`src/pkg/cpu_status_pkg.sv`:
```
package cpu_status_pkg;

  // ==========================================================
  // Register map (word index, byte address is four times it)
  localparam logic [29:0] STATUS_IDX   = 30'h0000_0003;
  localparam logic [29:0] IRQ_STAT_IDX = 30'h0000_0004;
  localparam logic [29:0] IRQ_MASK_IDX = 30'h0000_0005;

  // ==========================================================
  // Status field positions
  localparam int unsigned IND_BANK_BIT = 7;
  localparam int unsigned PAGE_HI_BIT  = 6;
  localparam int unsigned PAGE_LO_BIT  = 5;
  localparam int unsigned WDT_BIT      = 4;
  localparam int unsigned SLEEP_BIT    = 3;
  localparam int unsigned ZERO_BIT     = 2;
  localparam int unsigned HALF_BIT     = 1;
  localparam int unsigned CARRY_BIT    = 0;
  localparam logic [7:0]  STATUS_RST   = 8'h18;

  // ==========================================================
  // Interrupt event bits
  localparam int unsigned EV_WDT   = 0;
  localparam int unsigned EV_SLEEP = 1;
  localparam int unsigned EV_ZERO  = 2;
  localparam int unsigned EV_W     = 3;

  // ==========================================================
  // Bus constants
  localparam logic [1:0]  HTRANS_NONSEQ = 2'h2;
  localparam logic        HRESP_OKAY    = 1'h0;

  // ==========================================================
  // Operations from the execution datapath
  typedef enum logic [3:0] {
    OP_NONE, OP_ADD_REG, OP_ADD_LIT, OP_SUB_LIT, OP_SUB_REG,
    OP_ROT_RIGHT, OP_ROT_LEFT, OP_LOGIC, OP_WRITE, OP_KICK, OP_SLEEP
  } exec_op_e;

  typedef struct packed {
    logic       valid;
    exec_op_e   op;
    logic [7:0] a;
    logic [7:0] b;
    logic       to_status;
  } exec_req_s;

  typedef struct packed {
    logic        hsel;
    logic [1:0]  htrans;
    logic [31:0] haddr;
    logic        hwrite;
    logic [2:0]  hsize;
    logic        hready;
  } ahb_req_s;

  typedef struct packed {
    logic [7:0]      status;
    logic [7:0]      result;
    logic            res_vld;
    logic [8:0]      ind_addr;
    logic [8:0]      dir_addr;
    logic [3:0]      dir_bank;
    logic [EV_W-1:0] irq_stat;
    logic [EV_W-1:0] irq_mask;
    logic            irq;
    logic            wr_status;
    logic            wr_istat;
    logic            wr_imask;
    logic [31:0]     hrdata;
    logic            hreadyout;
    logic            hresp;
  } state_s;

endpackage

```
`src/hdl/cpu_status_flags.sv`:
```
// Our own choice: the AHB-Lite interface to the registers.
`timescale 1ns/1ps

module cpu_status_flags (
  input  wire logic                       clk,
  input  wire logic                       sys_rst,
  input  wire cpu_status_pkg::ahb_req_s   ahb_req,
  input  wire logic [31:0]                hwdata,
  output logic [31:0]                     hrdata,
  output logic                            hreadyout,
  output logic                            hresp,
  input  wire cpu_status_pkg::exec_req_s  exec_req,
  input  wire logic                       wdt_expire,
  input  wire logic [7:0]                 fsr_addr,
  input  wire logic [6:0]                 dir_offset,
  output logic [7:0]                      result,
  output logic                            result_valid,
  output logic [7:0]                      status,
  output logic [8:0]                      ind_addr,
  output logic [8:0]                      dir_addr,
  output logic [3:0]                      dir_bank,
  output logic                            irq
);

  // ==========================================================
  // Adder with nibble and byte carries: {carry, half, sum}
  function automatic logic [9:0] add8(input logic [7:0] x,
                                      input logic [7:0] y,
                                      input logic       cin);
    logic [4:0] lo;
    logic [4:0] hi;
    lo = {1'b0, x[3:0]} + {1'b0, y[3:0]} + {4'h0, cin};
    hi = {1'b0, x[7:4]} + {1'b0, y[7:4]} + {4'h0, lo[4]};
    return {hi[4], lo[4], hi[3:0], lo[3:0]};
  endfunction

  // ==========================================================
  // State
  cpu_status_pkg::state_s st_reg;
  cpu_status_pkg::state_s st_next;
  logic [9:0]                     sum;
  logic [7:0]                     res;
  logic                           new_c;
  logic                           flag_op;
  logic                           take;
  logic [29:0]                    idx;
  logic [cpu_status_pkg::EV_W-1:0] ev;

  // Next-state logic
  always_comb begin
    st_next = st_reg;
    sum = 10'h000;
    res = 8'h00;
    new_c = st_reg.status[cpu_status_pkg::CARRY_BIT];
    flag_op = 1'b0;
    ev = '0;
    st_next.res_vld = 1'b0;
    st_next.hreadyout = 1'b1;
    st_next.hresp = cpu_status_pkg::HRESP_OKAY;

    // Bus data phase writes
    // sleep and expiry kept
    if (st_reg.wr_status) begin
      st_next.status = {hwdata[7:5], st_reg.status[4:3], hwdata[2:0]};
    end
    if (st_reg.wr_imask) begin
      st_next.irq_mask = hwdata[cpu_status_pkg::EV_W-1:0];
    end
    if (st_reg.wr_istat) begin
      st_next.irq_stat = st_reg.irq_stat & ~hwdata[cpu_status_pkg::EV_W-1:0];
    end

    // Datapath operation
    if (exec_req.valid) begin
      // Carry as left by any bus write this cycle
      new_c = st_next.status[cpu_status_pkg::CARRY_BIT];
      case (exec_req.op)
        cpu_status_pkg::OP_ADD_REG, cpu_status_pkg::OP_ADD_LIT: begin
          sum = add8(exec_req.a, exec_req.b, 1'b0);
          flag_op = 1'b1;
        end
        cpu_status_pkg::OP_SUB_LIT, cpu_status_pkg::OP_SUB_REG: begin
          sum = add8(exec_req.a, ~exec_req.b, 1'b1);
          flag_op = 1'b1;
        end
        default: begin
          sum = 10'h000;
        end
      endcase
      case (exec_req.op)
        cpu_status_pkg::OP_ADD_REG, cpu_status_pkg::OP_ADD_LIT,
        cpu_status_pkg::OP_SUB_LIT, cpu_status_pkg::OP_SUB_REG: begin
          res = sum[7:0];
          new_c = sum[9];
          st_next.status[cpu_status_pkg::HALF_BIT] = sum[8];
          st_next.status[cpu_status_pkg::ZERO_BIT] = (sum[7:0] == 8'h00);
        end
        cpu_status_pkg::OP_ROT_RIGHT: begin
          res = {st_reg.status[cpu_status_pkg::CARRY_BIT], exec_req.a[7:1]};
          new_c = exec_req.a[0];
        end
        cpu_status_pkg::OP_ROT_LEFT: begin
          res = {exec_req.a[6:0], st_reg.status[cpu_status_pkg::CARRY_BIT]};
          new_c = exec_req.a[7];
        end
        cpu_status_pkg::OP_LOGIC: begin
          res = exec_req.a;
          st_next.status[cpu_status_pkg::ZERO_BIT] = (exec_req.a == 8'h00);
        end
        cpu_status_pkg::OP_WRITE: begin
          res = exec_req.a;
        end
        cpu_status_pkg::OP_KICK: begin
          st_next.status[cpu_status_pkg::WDT_BIT] = 1'b1;
          st_next.status[cpu_status_pkg::SLEEP_BIT] = 1'b1;
        end
        cpu_status_pkg::OP_SLEEP: begin
          st_next.status[cpu_status_pkg::WDT_BIT] = 1'b1;
          st_next.status[cpu_status_pkg::SLEEP_BIT] = 1'b0;
          ev[cpu_status_pkg::EV_SLEEP] = 1'b1;
        end
        default: begin
          res = 8'h00;
        end
      endcase
      st_next.status[cpu_status_pkg::CARRY_BIT] = new_c;
      st_next.result = res;
      st_next.res_vld = (exec_req.op != cpu_status_pkg::OP_KICK) &&
                        (exec_req.op != cpu_status_pkg::OP_SLEEP) &&
                        (exec_req.op != cpu_status_pkg::OP_NONE);
      ev[cpu_status_pkg::EV_ZERO] = flag_op && (res == 8'h00);
      if (exec_req.to_status && st_next.res_vld) begin
        st_next.status[7:5] = res[7:5];
        if (exec_req.op == cpu_status_pkg::OP_WRITE) begin
          st_next.status[2:0] = res[2:0];
        end
      end
    end

    // Watchdog expiry outranks kick and sleep
    // expiry clears flag
    if (wdt_expire) begin
      st_next.status[cpu_status_pkg::WDT_BIT] = 1'b0;
      ev[cpu_status_pkg::EV_WDT] = 1'b1;
    end

    // Sticky events, set wins over clear
    st_next.irq_stat = st_next.irq_stat | ev;
    st_next.irq = |(st_next.irq_stat & st_next.irq_mask);

    // Memory address forming
    // indirect top address bit
    st_next.ind_addr = {st_reg.status[cpu_status_pkg::IND_BANK_BIT], fsr_addr};
    st_next.dir_addr = {st_reg.status[6:5], dir_offset};
    st_next.dir_bank = 4'h1 << st_reg.status[6:5];

    // Bus address phase
    take = ahb_req.hsel && ahb_req.hready &&
           (ahb_req.htrans == cpu_status_pkg::HTRANS_NONSEQ);
    idx = ahb_req.haddr[31:2];
    st_next.wr_status = take && ahb_req.hwrite && (idx == cpu_status_pkg::STATUS_IDX);
    st_next.wr_istat = take && ahb_req.hwrite && (idx == cpu_status_pkg::IRQ_STAT_IDX);
    st_next.wr_imask = take && ahb_req.hwrite && (idx == cpu_status_pkg::IRQ_MASK_IDX);
    if (take && !ahb_req.hwrite) begin
      case (idx)
        cpu_status_pkg::STATUS_IDX:   st_next.hrdata = {24'h000000, st_reg.status};
        cpu_status_pkg::IRQ_STAT_IDX: st_next.hrdata = {29'h0, st_reg.irq_stat};
        cpu_status_pkg::IRQ_MASK_IDX: st_next.hrdata = {29'h0, st_reg.irq_mask};
        default:                      st_next.hrdata = 32'h0000_0000;
      endcase
    end
  end

  // State register
  always_ff @(posedge clk or posedge sys_rst) begin
    if (sys_rst) begin
      st_reg <= '0;
      st_reg.status <= cpu_status_pkg::STATUS_RST;
      st_reg.ind_addr <= 9'h000;
      st_reg.dir_bank <= 4'h1;
    end else begin
      st_reg <= st_next;
    end
  end

  // Outputs straight from state
  assign hrdata       = st_reg.hrdata;
  assign hreadyout    = st_reg.hreadyout;
  assign hresp        = st_reg.hresp;
  assign result       = st_reg.result;
  assign result_valid = st_reg.res_vld;
  assign status       = st_reg.status;
  assign ind_addr     = st_reg.ind_addr;
  assign dir_addr     = st_reg.dir_addr;
  assign dir_bank     = st_reg.dir_bank;
  assign irq          = st_reg.irq;

  logic ex_add;
  logic ex_sub;
  assign ex_add = exec_req.valid && (exec_req.op == cpu_status_pkg::OP_ADD_REG ||
                                     exec_req.op == cpu_status_pkg::OP_ADD_LIT);
  assign ex_sub = exec_req.valid && (exec_req.op == cpu_status_pkg::OP_SUB_REG ||
                                     exec_req.op == cpu_status_pkg::OP_SUB_LIT);
endmodule

```
`config.mk`:
```
export PLATFORM = sky130hd
export DESIGN_NAME = cpu_status_flags
export DESIGN_NICKNAME = d
export VERILOG_FILES = /design/src/pkg/cpu_status_pkg.sv /design/src/hdl/cpu_status_flags.sv
export SDC_FILE = /design/constraint.sdc
export NUM_CORES = 1
export LEC_CHECK = 0
export BUFFER_PORTS_ARGS = -buffer_cell sky130_fd_sc_hd__buf_2
export CAP_MARGIN = 20
export CORE_MARGIN = 2
export CORE_UTILIZATION = 43
export DETAILED_ROUTE_END_ITERATION = 8
export PLACE_DENSITY = 0.83
export SYNTH_ARGS = -nofsm -noshare
export SYNTH_HDL_FRONTEND = slang
export SYNTH_SLANG_ARGS = --single-unit
```
`constraint.sdc`:
```
create_clock -name clk -period 1.6 [get_ports clk]
set_input_delay 0.32 -clock clk [delete_from_list [all_inputs] [get_ports clk]]
set_output_delay 0.32 -clock clk [all_outputs]
set_load 0.01 [all_outputs]
```
==> reports/results.tsv, run 1 <==
metric	value	unit
pwr-share-clk	32.1	%
totalWireLength	11400	um
ioPinCount	186	
num_rows	35	
synth_top_cell_by_area	dfrtp_1	
p_sw_share	29.0	%
critPathLaunchType	input pin	
clockRootBuffer	clkbuf_8	
synth_flop_cell	dfrtp_1	
utilization	63.1	%
antenna_left	0	
vias_per_cell	5.15	
max_cap_violations	0	
pwr-share-seq	36.5	%
yosysSeqAreaShare	36.5	%
area_growth	44.1	%
path_max_fanout	2	
final_common_cell	buf_2	
r2r.worst_path.cells	5	
grt_first_pass_wirelength	17000	um
tns	-15.05	ns
cts_tree	built	
hold_viol_final	0	
synthCells	411	
synth_enable_flop_cells	0	
chipHeight	100	um
critical_path_class	input pin to flop	
max-slew-margin-rel	63.1	%
vdd_drop_max	0.000522	V
clock_sinks	58	
setup_viol	15	
drive_gt1_share	54.6	%
antennaDiodeCount	0	
numCtsBuffers	9	
place_congestion	0.989	
worstPathRequired	1.86	ns
p_comb_share	31.4	%
fin_hold_ws	0.00889	ns
start_util	43.8	%
htree_levels	3	
ys_types	66	
status	complete, but fails checks	
post_drt_wl_per_cell	16.2	um
clock_path_buffers	2	
grt_usage	21.6	%
first_pass_iters	4	
clock_latency	0.33	ns
max_freq	331	MHz
hp-class	input pin to async pin	
drtIter0Drc	126	
p_int	3330	uW
synthArstFlopShare	100	%
drc	0	
total_leakage_power	0.00281	uW
fin_crit_sh	189	%
io_buffers	129	
nNetsFinal	717	
post-place-ws	-1.81	ns
yosys-top-cells-area	dfrtp_1 (35%), buf_4 (13%), ha_1 (4.4%)	
fin_crit	3.02	ns
worst_pin_slew	0.546	ns
p_sw	1360	uW
route.vias.total	3608	
synth_area	0.00399	mm2
skew	0.00802	ns
yosys_warnings	0	
layout_common_cells	buf_2 (120), buf_4 (85), dfrtp_1 (55), conb_1 (26)	
rsz0062_at_grt	true	
grt_max_degree	25	
synth_top_area_share	34.5	%
worstSetupEndpointType	flop	
grt-ovfl-total	0	
dpl.hpwl	8880	um
grt_pass1_vias	3520	
slew_viol_final	0	
syn_avg_cell_area	9.71	um2
core_area	0.00911	mm2
design_power_total	4690	uW
r2r-end	status[0]	
cts.clk_slew.worst_paths	0.07	ns
violations	negative setup slack	
setup_slack	-1.42	ns
antenna_found_initial	0	
cts_hold_buffers	0	
dieArea	0.0101	mm2
ys_ff_latch	58	
die_w	100	um
r2r_slack	0.07	ns
crit_arrival	3.28	ns
pwr_density_cell	816	mW/mm2
reg2reg_from	st_reg[36]	
==> metrics by stage <==
step	instances	area [um2]
6_report	701	5750
5_1_grt	701	5750
4_1_cts	697	5540
3_5_place_dp	671	5070
3_3_place_gp	671	5070
2_1_floorplan	435	4230
==> layer usage <==
metal,share of wire [%],up-vias,GRT usage (%)
li1,-,1710,-
met1,39,1715,24.7
met2,51,154,39.5
met3,6.3,29,3.62
met4,3.2,0,9.48
met5,0,-,0
==> power groups by stage <==
stage / sequential [uW] / combinational (uW) / clock (uW)
final: 1710 / 1470 / 1510
after global routing: 1730 / 1590 / 1600
after CTS: 1710 / 1370 / 1530
after detailed placement: 1740 / 1260 / 0
after global placement: 1730 / 1230 / 0
after floorplan: 1710 / 873 / 0
==> how the worst max path moves through the flow <==
stage	startpoint	to	slack [ns]	cells past startpoint
6_report	exec_req[9]	status[2]	-1.42	14
5_1_grt	exec_req[9]	status[2]	-1.57	14
4_1_cts	exec_req[9]	status[2]	-1.38	14
3_5_place_dp	exec_req[9]	status[2]	-1.81	14
3_3_place_gp	exec_req[9]	status[2]	-1.77	14
2_1_floorplan	exec_req[9]	status[2]	-1.43	13
==> worst max-delay path, stage by stage <==
cell and delay, ns:
buf_12 0.11, inv_12 0.04, ha_4 0.11, inv_2 0.04, fa_2 0.34, a21o_1 0.18
a21o_1 0.20, fa_2 0.36, fa_2 0.43, nand4b_1 0.12, a31oi_2 0.10, or4b_1 0.52
nor4_2 0.18, o221a_1 0.21
==> cells in the mapped netlist, drive strengths merged (5+ instances only) <==
cell    number
a22oi        6
nor2b       10
a21oi       18
mux2i        7
inv         19
nand2       22
ha          14
a21o         5
mux2        12
dfrtp       55
xnor2        5
nand3b       5
nor2        22
clkbuf       6
buf         83
nor3         8
fa           6
a221oi       6
nor4         9
o21ai       13
a22o        13
==> timing repair <==
item,4_1_cts,5_1_grt
resized for setup,34,46
hold endpoints to repair,0,0
pin swaps,23,19
buffers inserted,13,5
setup endpoints to repair,16,16
==> logic make-up (layout without fill, tap and decap cells) <==
kind of cell | Yosys count | count (layout) | synth area share, %
flops | 58 | 58 | 36.5
simple gates | 111 | 111 | 15.9
buf+inv | 108 | 263 | 17.3
fa+ha+maj | 20 | 20 | 7.40
xor+xnor | 7 | 7 | 1.54
mux | 19 | 19 | 5.14
compound gates | 86 | 86 | 16.0
other cells | 2 | 26 | 0.188
==> area by class of cell <==
type / count / area (um2)
Timing Repair Buffer: 228 / 1560
Multi-Input combinational cell: 269 / 2280
Inverter: 19 / 90.1
Fill cell: 726 / 3360
Clock inverter: 4 / 73.8
Tap cell: 111 / 139
Clock buffer: 12 / 155
Sequential cell: 58 / 1460
No activity file was read; power rests on OpenSTA's default activity.
==> run 2, diff against run 1 <==
Settings changed: CORE_MARGIN 2 to unset.
==> run 2 against run 1 <==
  * Clock power shrank 9%
  * Critical path type unchanged
  * The run ends with design-rule violations, negative setup slack left
  * Highest routed layer unchanged
  * Non-clock buffer count fell by 3
  * Core utilization increased by 0.89 points
  * Combinational power barely moved
  * Largest cell class unchanged
  * Flip-flop and latch count stayed put
==> reports/results.tsv, run 2 (same netlist as run 1, synthesis figures left out) <==
metric	value	unit	change
hp-start	fsr_addr[7]		
setup_viol	15		unchanged
io_buffers	129		unchanged
antennaDiodeCount	0		unchanged
dpl.hpwl	8990	um	+1.2%
r2r.worst_path.cells	5		unchanged
ioPinCount	186		unchanged
violations	design-rule violations, negative setup slack		
max_cap_violations	0		unchanged
core_area	0.00885	mm2	-2.9%
nFillCells	688		-5.2%
setup_slack	-1.38	ns	+0.0354 ns
die_w	98.3	um	-2.0%
antenna_found_initial	0		unchanged
antenna_left	0		unchanged
final_common_cell	buf_2		
status	complete, but fails checks		
grt-ovfl-total	0		unchanged
first_pass_iters	8		+4
max_freq	335	MHz	+1.2%
cts.clk_slew.worst_paths	0.07	ns	about the same
clock_path_buffers	2		unchanged
r2r_slack	0.08	ns	about the same
post_drt_wl_per_cell	17.0	um	+4.6%
placed_area	0.00505	mm2	-0.32%
path_max_fanout	3		+1
hold_viol_final	0		unchanged
layout_common_cells	buf_2 (120), buf_4 (86), dfrtp_1 (55), conb_1 (26), nand2_1 (21)		
grt_usage	24.6	%	+3.0 points
htree_levels	3		unchanged
area_growth	41.9	%	
total_leakage_power	0.00275	uW	-2.2%
final_area	0.00566	mm2	-1.5%
hold_depth	1		
fin_crit_sh	187	%	-2.2 points
r2r-end	status[0]		
numCtsBuffers	9		unchanged
grt_max_degree	25		unchanged
multi_input_area	0.00228	mm2	+0.22%
fin_crit	2.98	ns	-0.0354 ns
slew_viol_final	0		unchanged
totalWireLength	11800	um	+3.7%
rsz0062_at_grt	true		
hp-class	input pin to flop		
place_congestion	0.957		-3.2%
clockRootBuffer	clkbuf_8		
drtIter0Drc	314		+150%
nNetsFinal	714		-0.42%
drive_gt1_share	52.8	%	-1.8 points
drc	17		+17
utilization	64.0	%	+0.89 points
crit_arrival	3.25	ns	-0.03 ns
grt_pass1_vias	3791		+7.7%
reg2reg_from	st_reg[36]		
worstPathRequired	1.87	ns	about the same
cts_tree	built		
critPathLaunchType	input pin		
start_util	45.1	%	+1.3 points
tns	-14.23	ns	+0.825 ns
vias_per_cell	5.37		+4.4%
worstSetupEndpointType	flop		
route.vias.total	3734		+3.5%
grt_first_pass_wirelength	18300	um	+7.6%
clock_sinks	58		unchanged
chipHeight	98.3	um	-2.0%
vdd_drop_max	0.000513	V	-1.8%
skew	0.00574	ns	-0.00228 ns
dieArea	0.00967	mm2	-3.9%
pwr_density_cell	804	mW/mm2	-1.5%
num_rows	34		-2.9%
whs_endpoint	ind_addr[7]		
seq_area	0.00146	mm2	unchanged
critical_path_class	input pin to flop		
clock_latency	0.33	ns	about the same
fin_hold_ws	0.0867	ns	+0.0778 ns
[run 2: changes by cell type in the layout (fill, tap and decap cells not counted), sizes merged]
cell,change
bufinv,-1
clkinv,-1
buf,-4
clkinvlp,+2
dlygate4sd3,+1
[run 2: metal layers]
| metal | track usage, % | up-vias | wire [um] |
|---|---|---|---|
| li1 | - | 1702 | - |
| met3 | 4.94 | 46 | 950 |
| met1 | 26.3 | 1762 | 4280 |
| met5 | 0 | - | 0 |
| met4 | 12.1 | 0 | 514 |
| met2 | 46.2 | 224 | 6060 |
[run 2: worst max path at each step]
stage | start | end | slack, ns | cells past startpoint
6_report | exec_req[9] | status[2] | -1.38 | 14
4_1_cts | exec_req[9] | status[2] | -1.29 | 14
3_5_place_dp | exec_req[9] | status[2] | -1.75 | 14
3_3_place_gp | exec_req[9] | status[2] | -1.71 | 14
2_1_floorplan | exec_req[9] | status[2] | -1.43 | 13
5_1_grt | exec_req[9] | status[2] | -1.52 | 14
[run 2: what timing repair did]
action | in CTS | in global routing
endpoints found under the hold margin | 1 | 0
resized for setup | 52 | 14
endpoints found under the setup margin | 15 | 15
hold buffers | 1 | 0
pin swaps | 25 | 17
setup buffers | 12 | 3
[run 2: power by group]
part           total (uW)  switching [uW]  internal [uW]
clock                1370             568            801
sequential           1720            98.6           1620
combinational        1470             736            729
[run 2: metrics by stage]
stage,power [uW],setup slack [ns],instances
finish,4550,-1.38,695
global placement,2960,-1.71,668
detailed placement,2990,-1.75,668
CTS,4510,-1.29,692
global route,4760,-1.52,695
floorplan,2580,-1.43,435
[run 2: critical path, stage by stage]
cell      delay, ns
buf_12         0.12
inv_12         0.04
ha_4           0.12
inv_2          0.03
fa_2           0.34
a21o_1         0.20
a21o_1         0.22
fa_2           0.36
fa_2           0.42
nand4b_1       0.10
a31oi_1        0.10
or4b_1         0.52
nor4_2         0.14
o221a_1        0.20
[run 2: final cells by class]
type / instances / share of cell area [%]
Multi-Input combinational cell: 269 / 40.3
Timing Repair Buffer: 225 / 26.4
Sequential cell: 58 / 25.7
Clock buffer: 12 / 2.74
Tap cell: 108 / 2.39
Inverter: 19 / 1.64
Clock inverter: 4 / 0.884
==> run 3, diff against run 2 <==
Settings changed: BUFFER_PORTS_ARGS -buffer_cell sky130_fd_sc_hd__buf_2 to -buffer_cell sky130_fd_sc_hd__buf_4, CORE_UTILIZATION 43 to 45, REMOVE_ABC_BUFFERS set to 1.
Clock period 1.6 ns to 3.7 ns, I/O delays scaled along.
==> run 3 against run 2 <==
  * The run now ends clean
  * Combinational power shrank 66%
  * Die area fell by 4.4%
  * Non-clock buffer count down 79
  * Sequential power down 57%
  * First-iteration DRC count is 6.7% higher
  * Clock power shrank 62%
  * Flip-flop and latch count unchanged
  * Largest power group unchanged
  * Highest routed layer unchanged
==> reports/results.tsv, run 3 (same netlist as run 1, synthesis figures left out) <==
metric	value	unit	change
status	finished, final reports clean		
endpoint	status[2]		
antennaDiodeCount	0		unchanged
p_sw_share	31.4	%	+0.60 points
pwr-share-clk	29.4	%	-0.7 points
drtIter0Drc	335		+6.7%
final_area	0.00490	mm2	-13%
nNetsFinal	635		-11%
first_pass_iters	5		-3
critical_path_class	input pin to flop		
clockRootBuffer	clkbuf_8		
post-place-ws	-0.325	ns	+1.42 ns
start_util	47.6	%	+2.5 points
grt_max_degree	38		+52%
path_max_fanout	2		-1
post_drt_wl_per_cell	16.6	um	-2.5%
critPathLaunchType	input pin		
route.vias.total	3348		-10%
die_w	96.2	um	-2.2%
placed_area	0.00468	mm2	-7.3%
slew_viol_final	0		unchanged
area_growth	22.9	%	
crit_arrival	3.81	ns	+0.56 ns
layout_common_cells	buf_4 (146), dfrtp_1 (55), conb_1 (26), nand2_1 (22), nor2_1 (21)		
max_freq	281	MHz	
final_common_cell	buf_4		
drive_gt1_share	37.6	%	-15 points
max-slew-margin-rel	49.6	%	
worst_pin_slew	0.755	ns	
cts.clk_slew.worst_paths	0.07	ns	about the same
p_int	1210	uW	-61%
place_congestion	0.937		-2.0%
r2r_slack	2.00	ns	+1.92 ns
grt-ovfl-total	0		unchanged
r2r.worst_path.cells	5		unchanged
rsz0062_at_grt	false		
tns	0	ns	+14.23 ns
hold_viol_final	0		unchanged
skew	0.00988	ns	+0.00413 ns
totalWireLength	10100	um	-14%
r2r-end	status[0]		
cts_tree	built		
max_cap_violations	0		unchanged
grt_pass1_vias	3074		-19%
clock_latency	0.33	ns	about the same
antenna_left	0		unchanged
dieArea	0.00924	mm2	-4.4%
worstSetupEndpointType	flop		
fin_crit_sh	96.0	%	
clock_sinks	58		unchanged
cp-startpoint	exec_req[9]		
p_sw	557	uW	-60%
setup_viol	0		-15
cts_hold_buffers	0		-1
numCtsBuffers	9		unchanged
hp-class	flop to flop		
grt_usage	21.4	%	-3.2 points
clock_path_buffers	2		unchanged
reg2reg_from	st_reg[36]		
fin_crit	3.55	ns	
drc	0		-17
core_area	0.00838	mm2	-5.3%
vdd_drop_max	0.000165	V	-68%
vias_per_cell	5.46		+1.7%
num_rows	33		-2.9%
p_comb_share	28.6	%	-3.6 points
pwr_density_cell	361	mW/mm2	-55%
antenna_found_initial	0		unchanged
hp-start	status[7]		
worstPathRequired	3.96	ns	+2.09 ns
total_leakage_power	0.00235	uW	-14%
htree_levels	3		unchanged
chipHeight	96.2	um	-2.2%
io_buffers	129		unchanged
nFillCells	721		+4.8%
grt_first_pass_wirelength	14800	um	-19%
ioPinCount	186		unchanged
dpl.hpwl	7820	um	-13%
setup_slack	0.147	ns	+1.53 ns
pwr-share-seq	42.0	%	+4.3 points
==> run 3: cell types whose count changed in the layout (fill, tap and decap cells not counted), sizes merged <==
| cell | change |
|---|---|
| buf | -78 |
| clkinv | +1 |
| bufinv | -1 |
| dlygate4sd3 | -1 |
| inv | +2 |
| clkbuf | -2 |
==> run 3: repair_timing <==
item	in CTS	in global routing
buffers inserted	0	1
resized for setup	0	8
endpoints found under the setup margin	0	5
==> run 3: stage by stage <==
stage	total power (uW)	util [%]	hold slack, ns	instances
3_3_place_gp	1230	55.8	0.412	596
6_report	1770	58.5	0.437	613
3_5_place_dp	1250	55.8	0.421	596
4_1_cts	1770	58.0	0.438	612
5_1_grt	1870	58.5	0.442	613
2_1_floorplan	982	-	0.451	346
==> run 3: power by group through the flow <==
stage	Sequential (uW)	Clock (uW)	Combinational (uW)
6_report	743	521	507
5_1_grt	751	565	553
4_1_cts	743	528	497
3_5_place_dp	755	0	495
3_3_place_gp	751	0	483
2_1_floorplan	772	0	210
==> run 3: worst max-delay path: stages <==
cell and delay [ns]:
buf_4 0.11, inv_1 0.04, ha_1 0.16, inv_1 0.06, fa_2 0.33, a21o_1 0.18, a21o_1 0.18, fa_2 0.38
fa_1 0.46, nand4b_1 0.13, a31oi_2 0.11, or4b_4 0.54, nor4_4 0.16, o221a_1 0.23
==> run 3: worst min-delay path by stage <==
stage / to / slack [ns] / depth (start not counted)
after floorplan: ind_addr[8] / 0.45 / 0
after global placement: ind_addr[8] / 0.41 / 0
after detailed placement: ind_addr[8] / 0.42 / 0
after CTS: ind_addr[8] / 0.44 / 0
after global routing: ind_addr[8] / 0.44 / 0
final: ind_addr[8] / 0.44 / 0
==> run 3: cell type report <==
cell class                 instances  area, um2  area share (%)
clock inverter                     6       41.3           0.842
timing repair buffer             146       1100            22.4
inverter                          19       71.3            1.46
sequential                        58       1460            29.7
multi-input combinational        269       1970            40.2
tap                              105        131            2.68
clock buffer                      10        138            2.81
==> run 3: metal layers <==
metal	vias up	GRT usage (%)	wire [um]
li1	1548	-	-
met1	1609	25.3	3960
met2	181	38.7	5290
met3	10	4.11	785
met4	0	6.84	116
met5	-	0	0
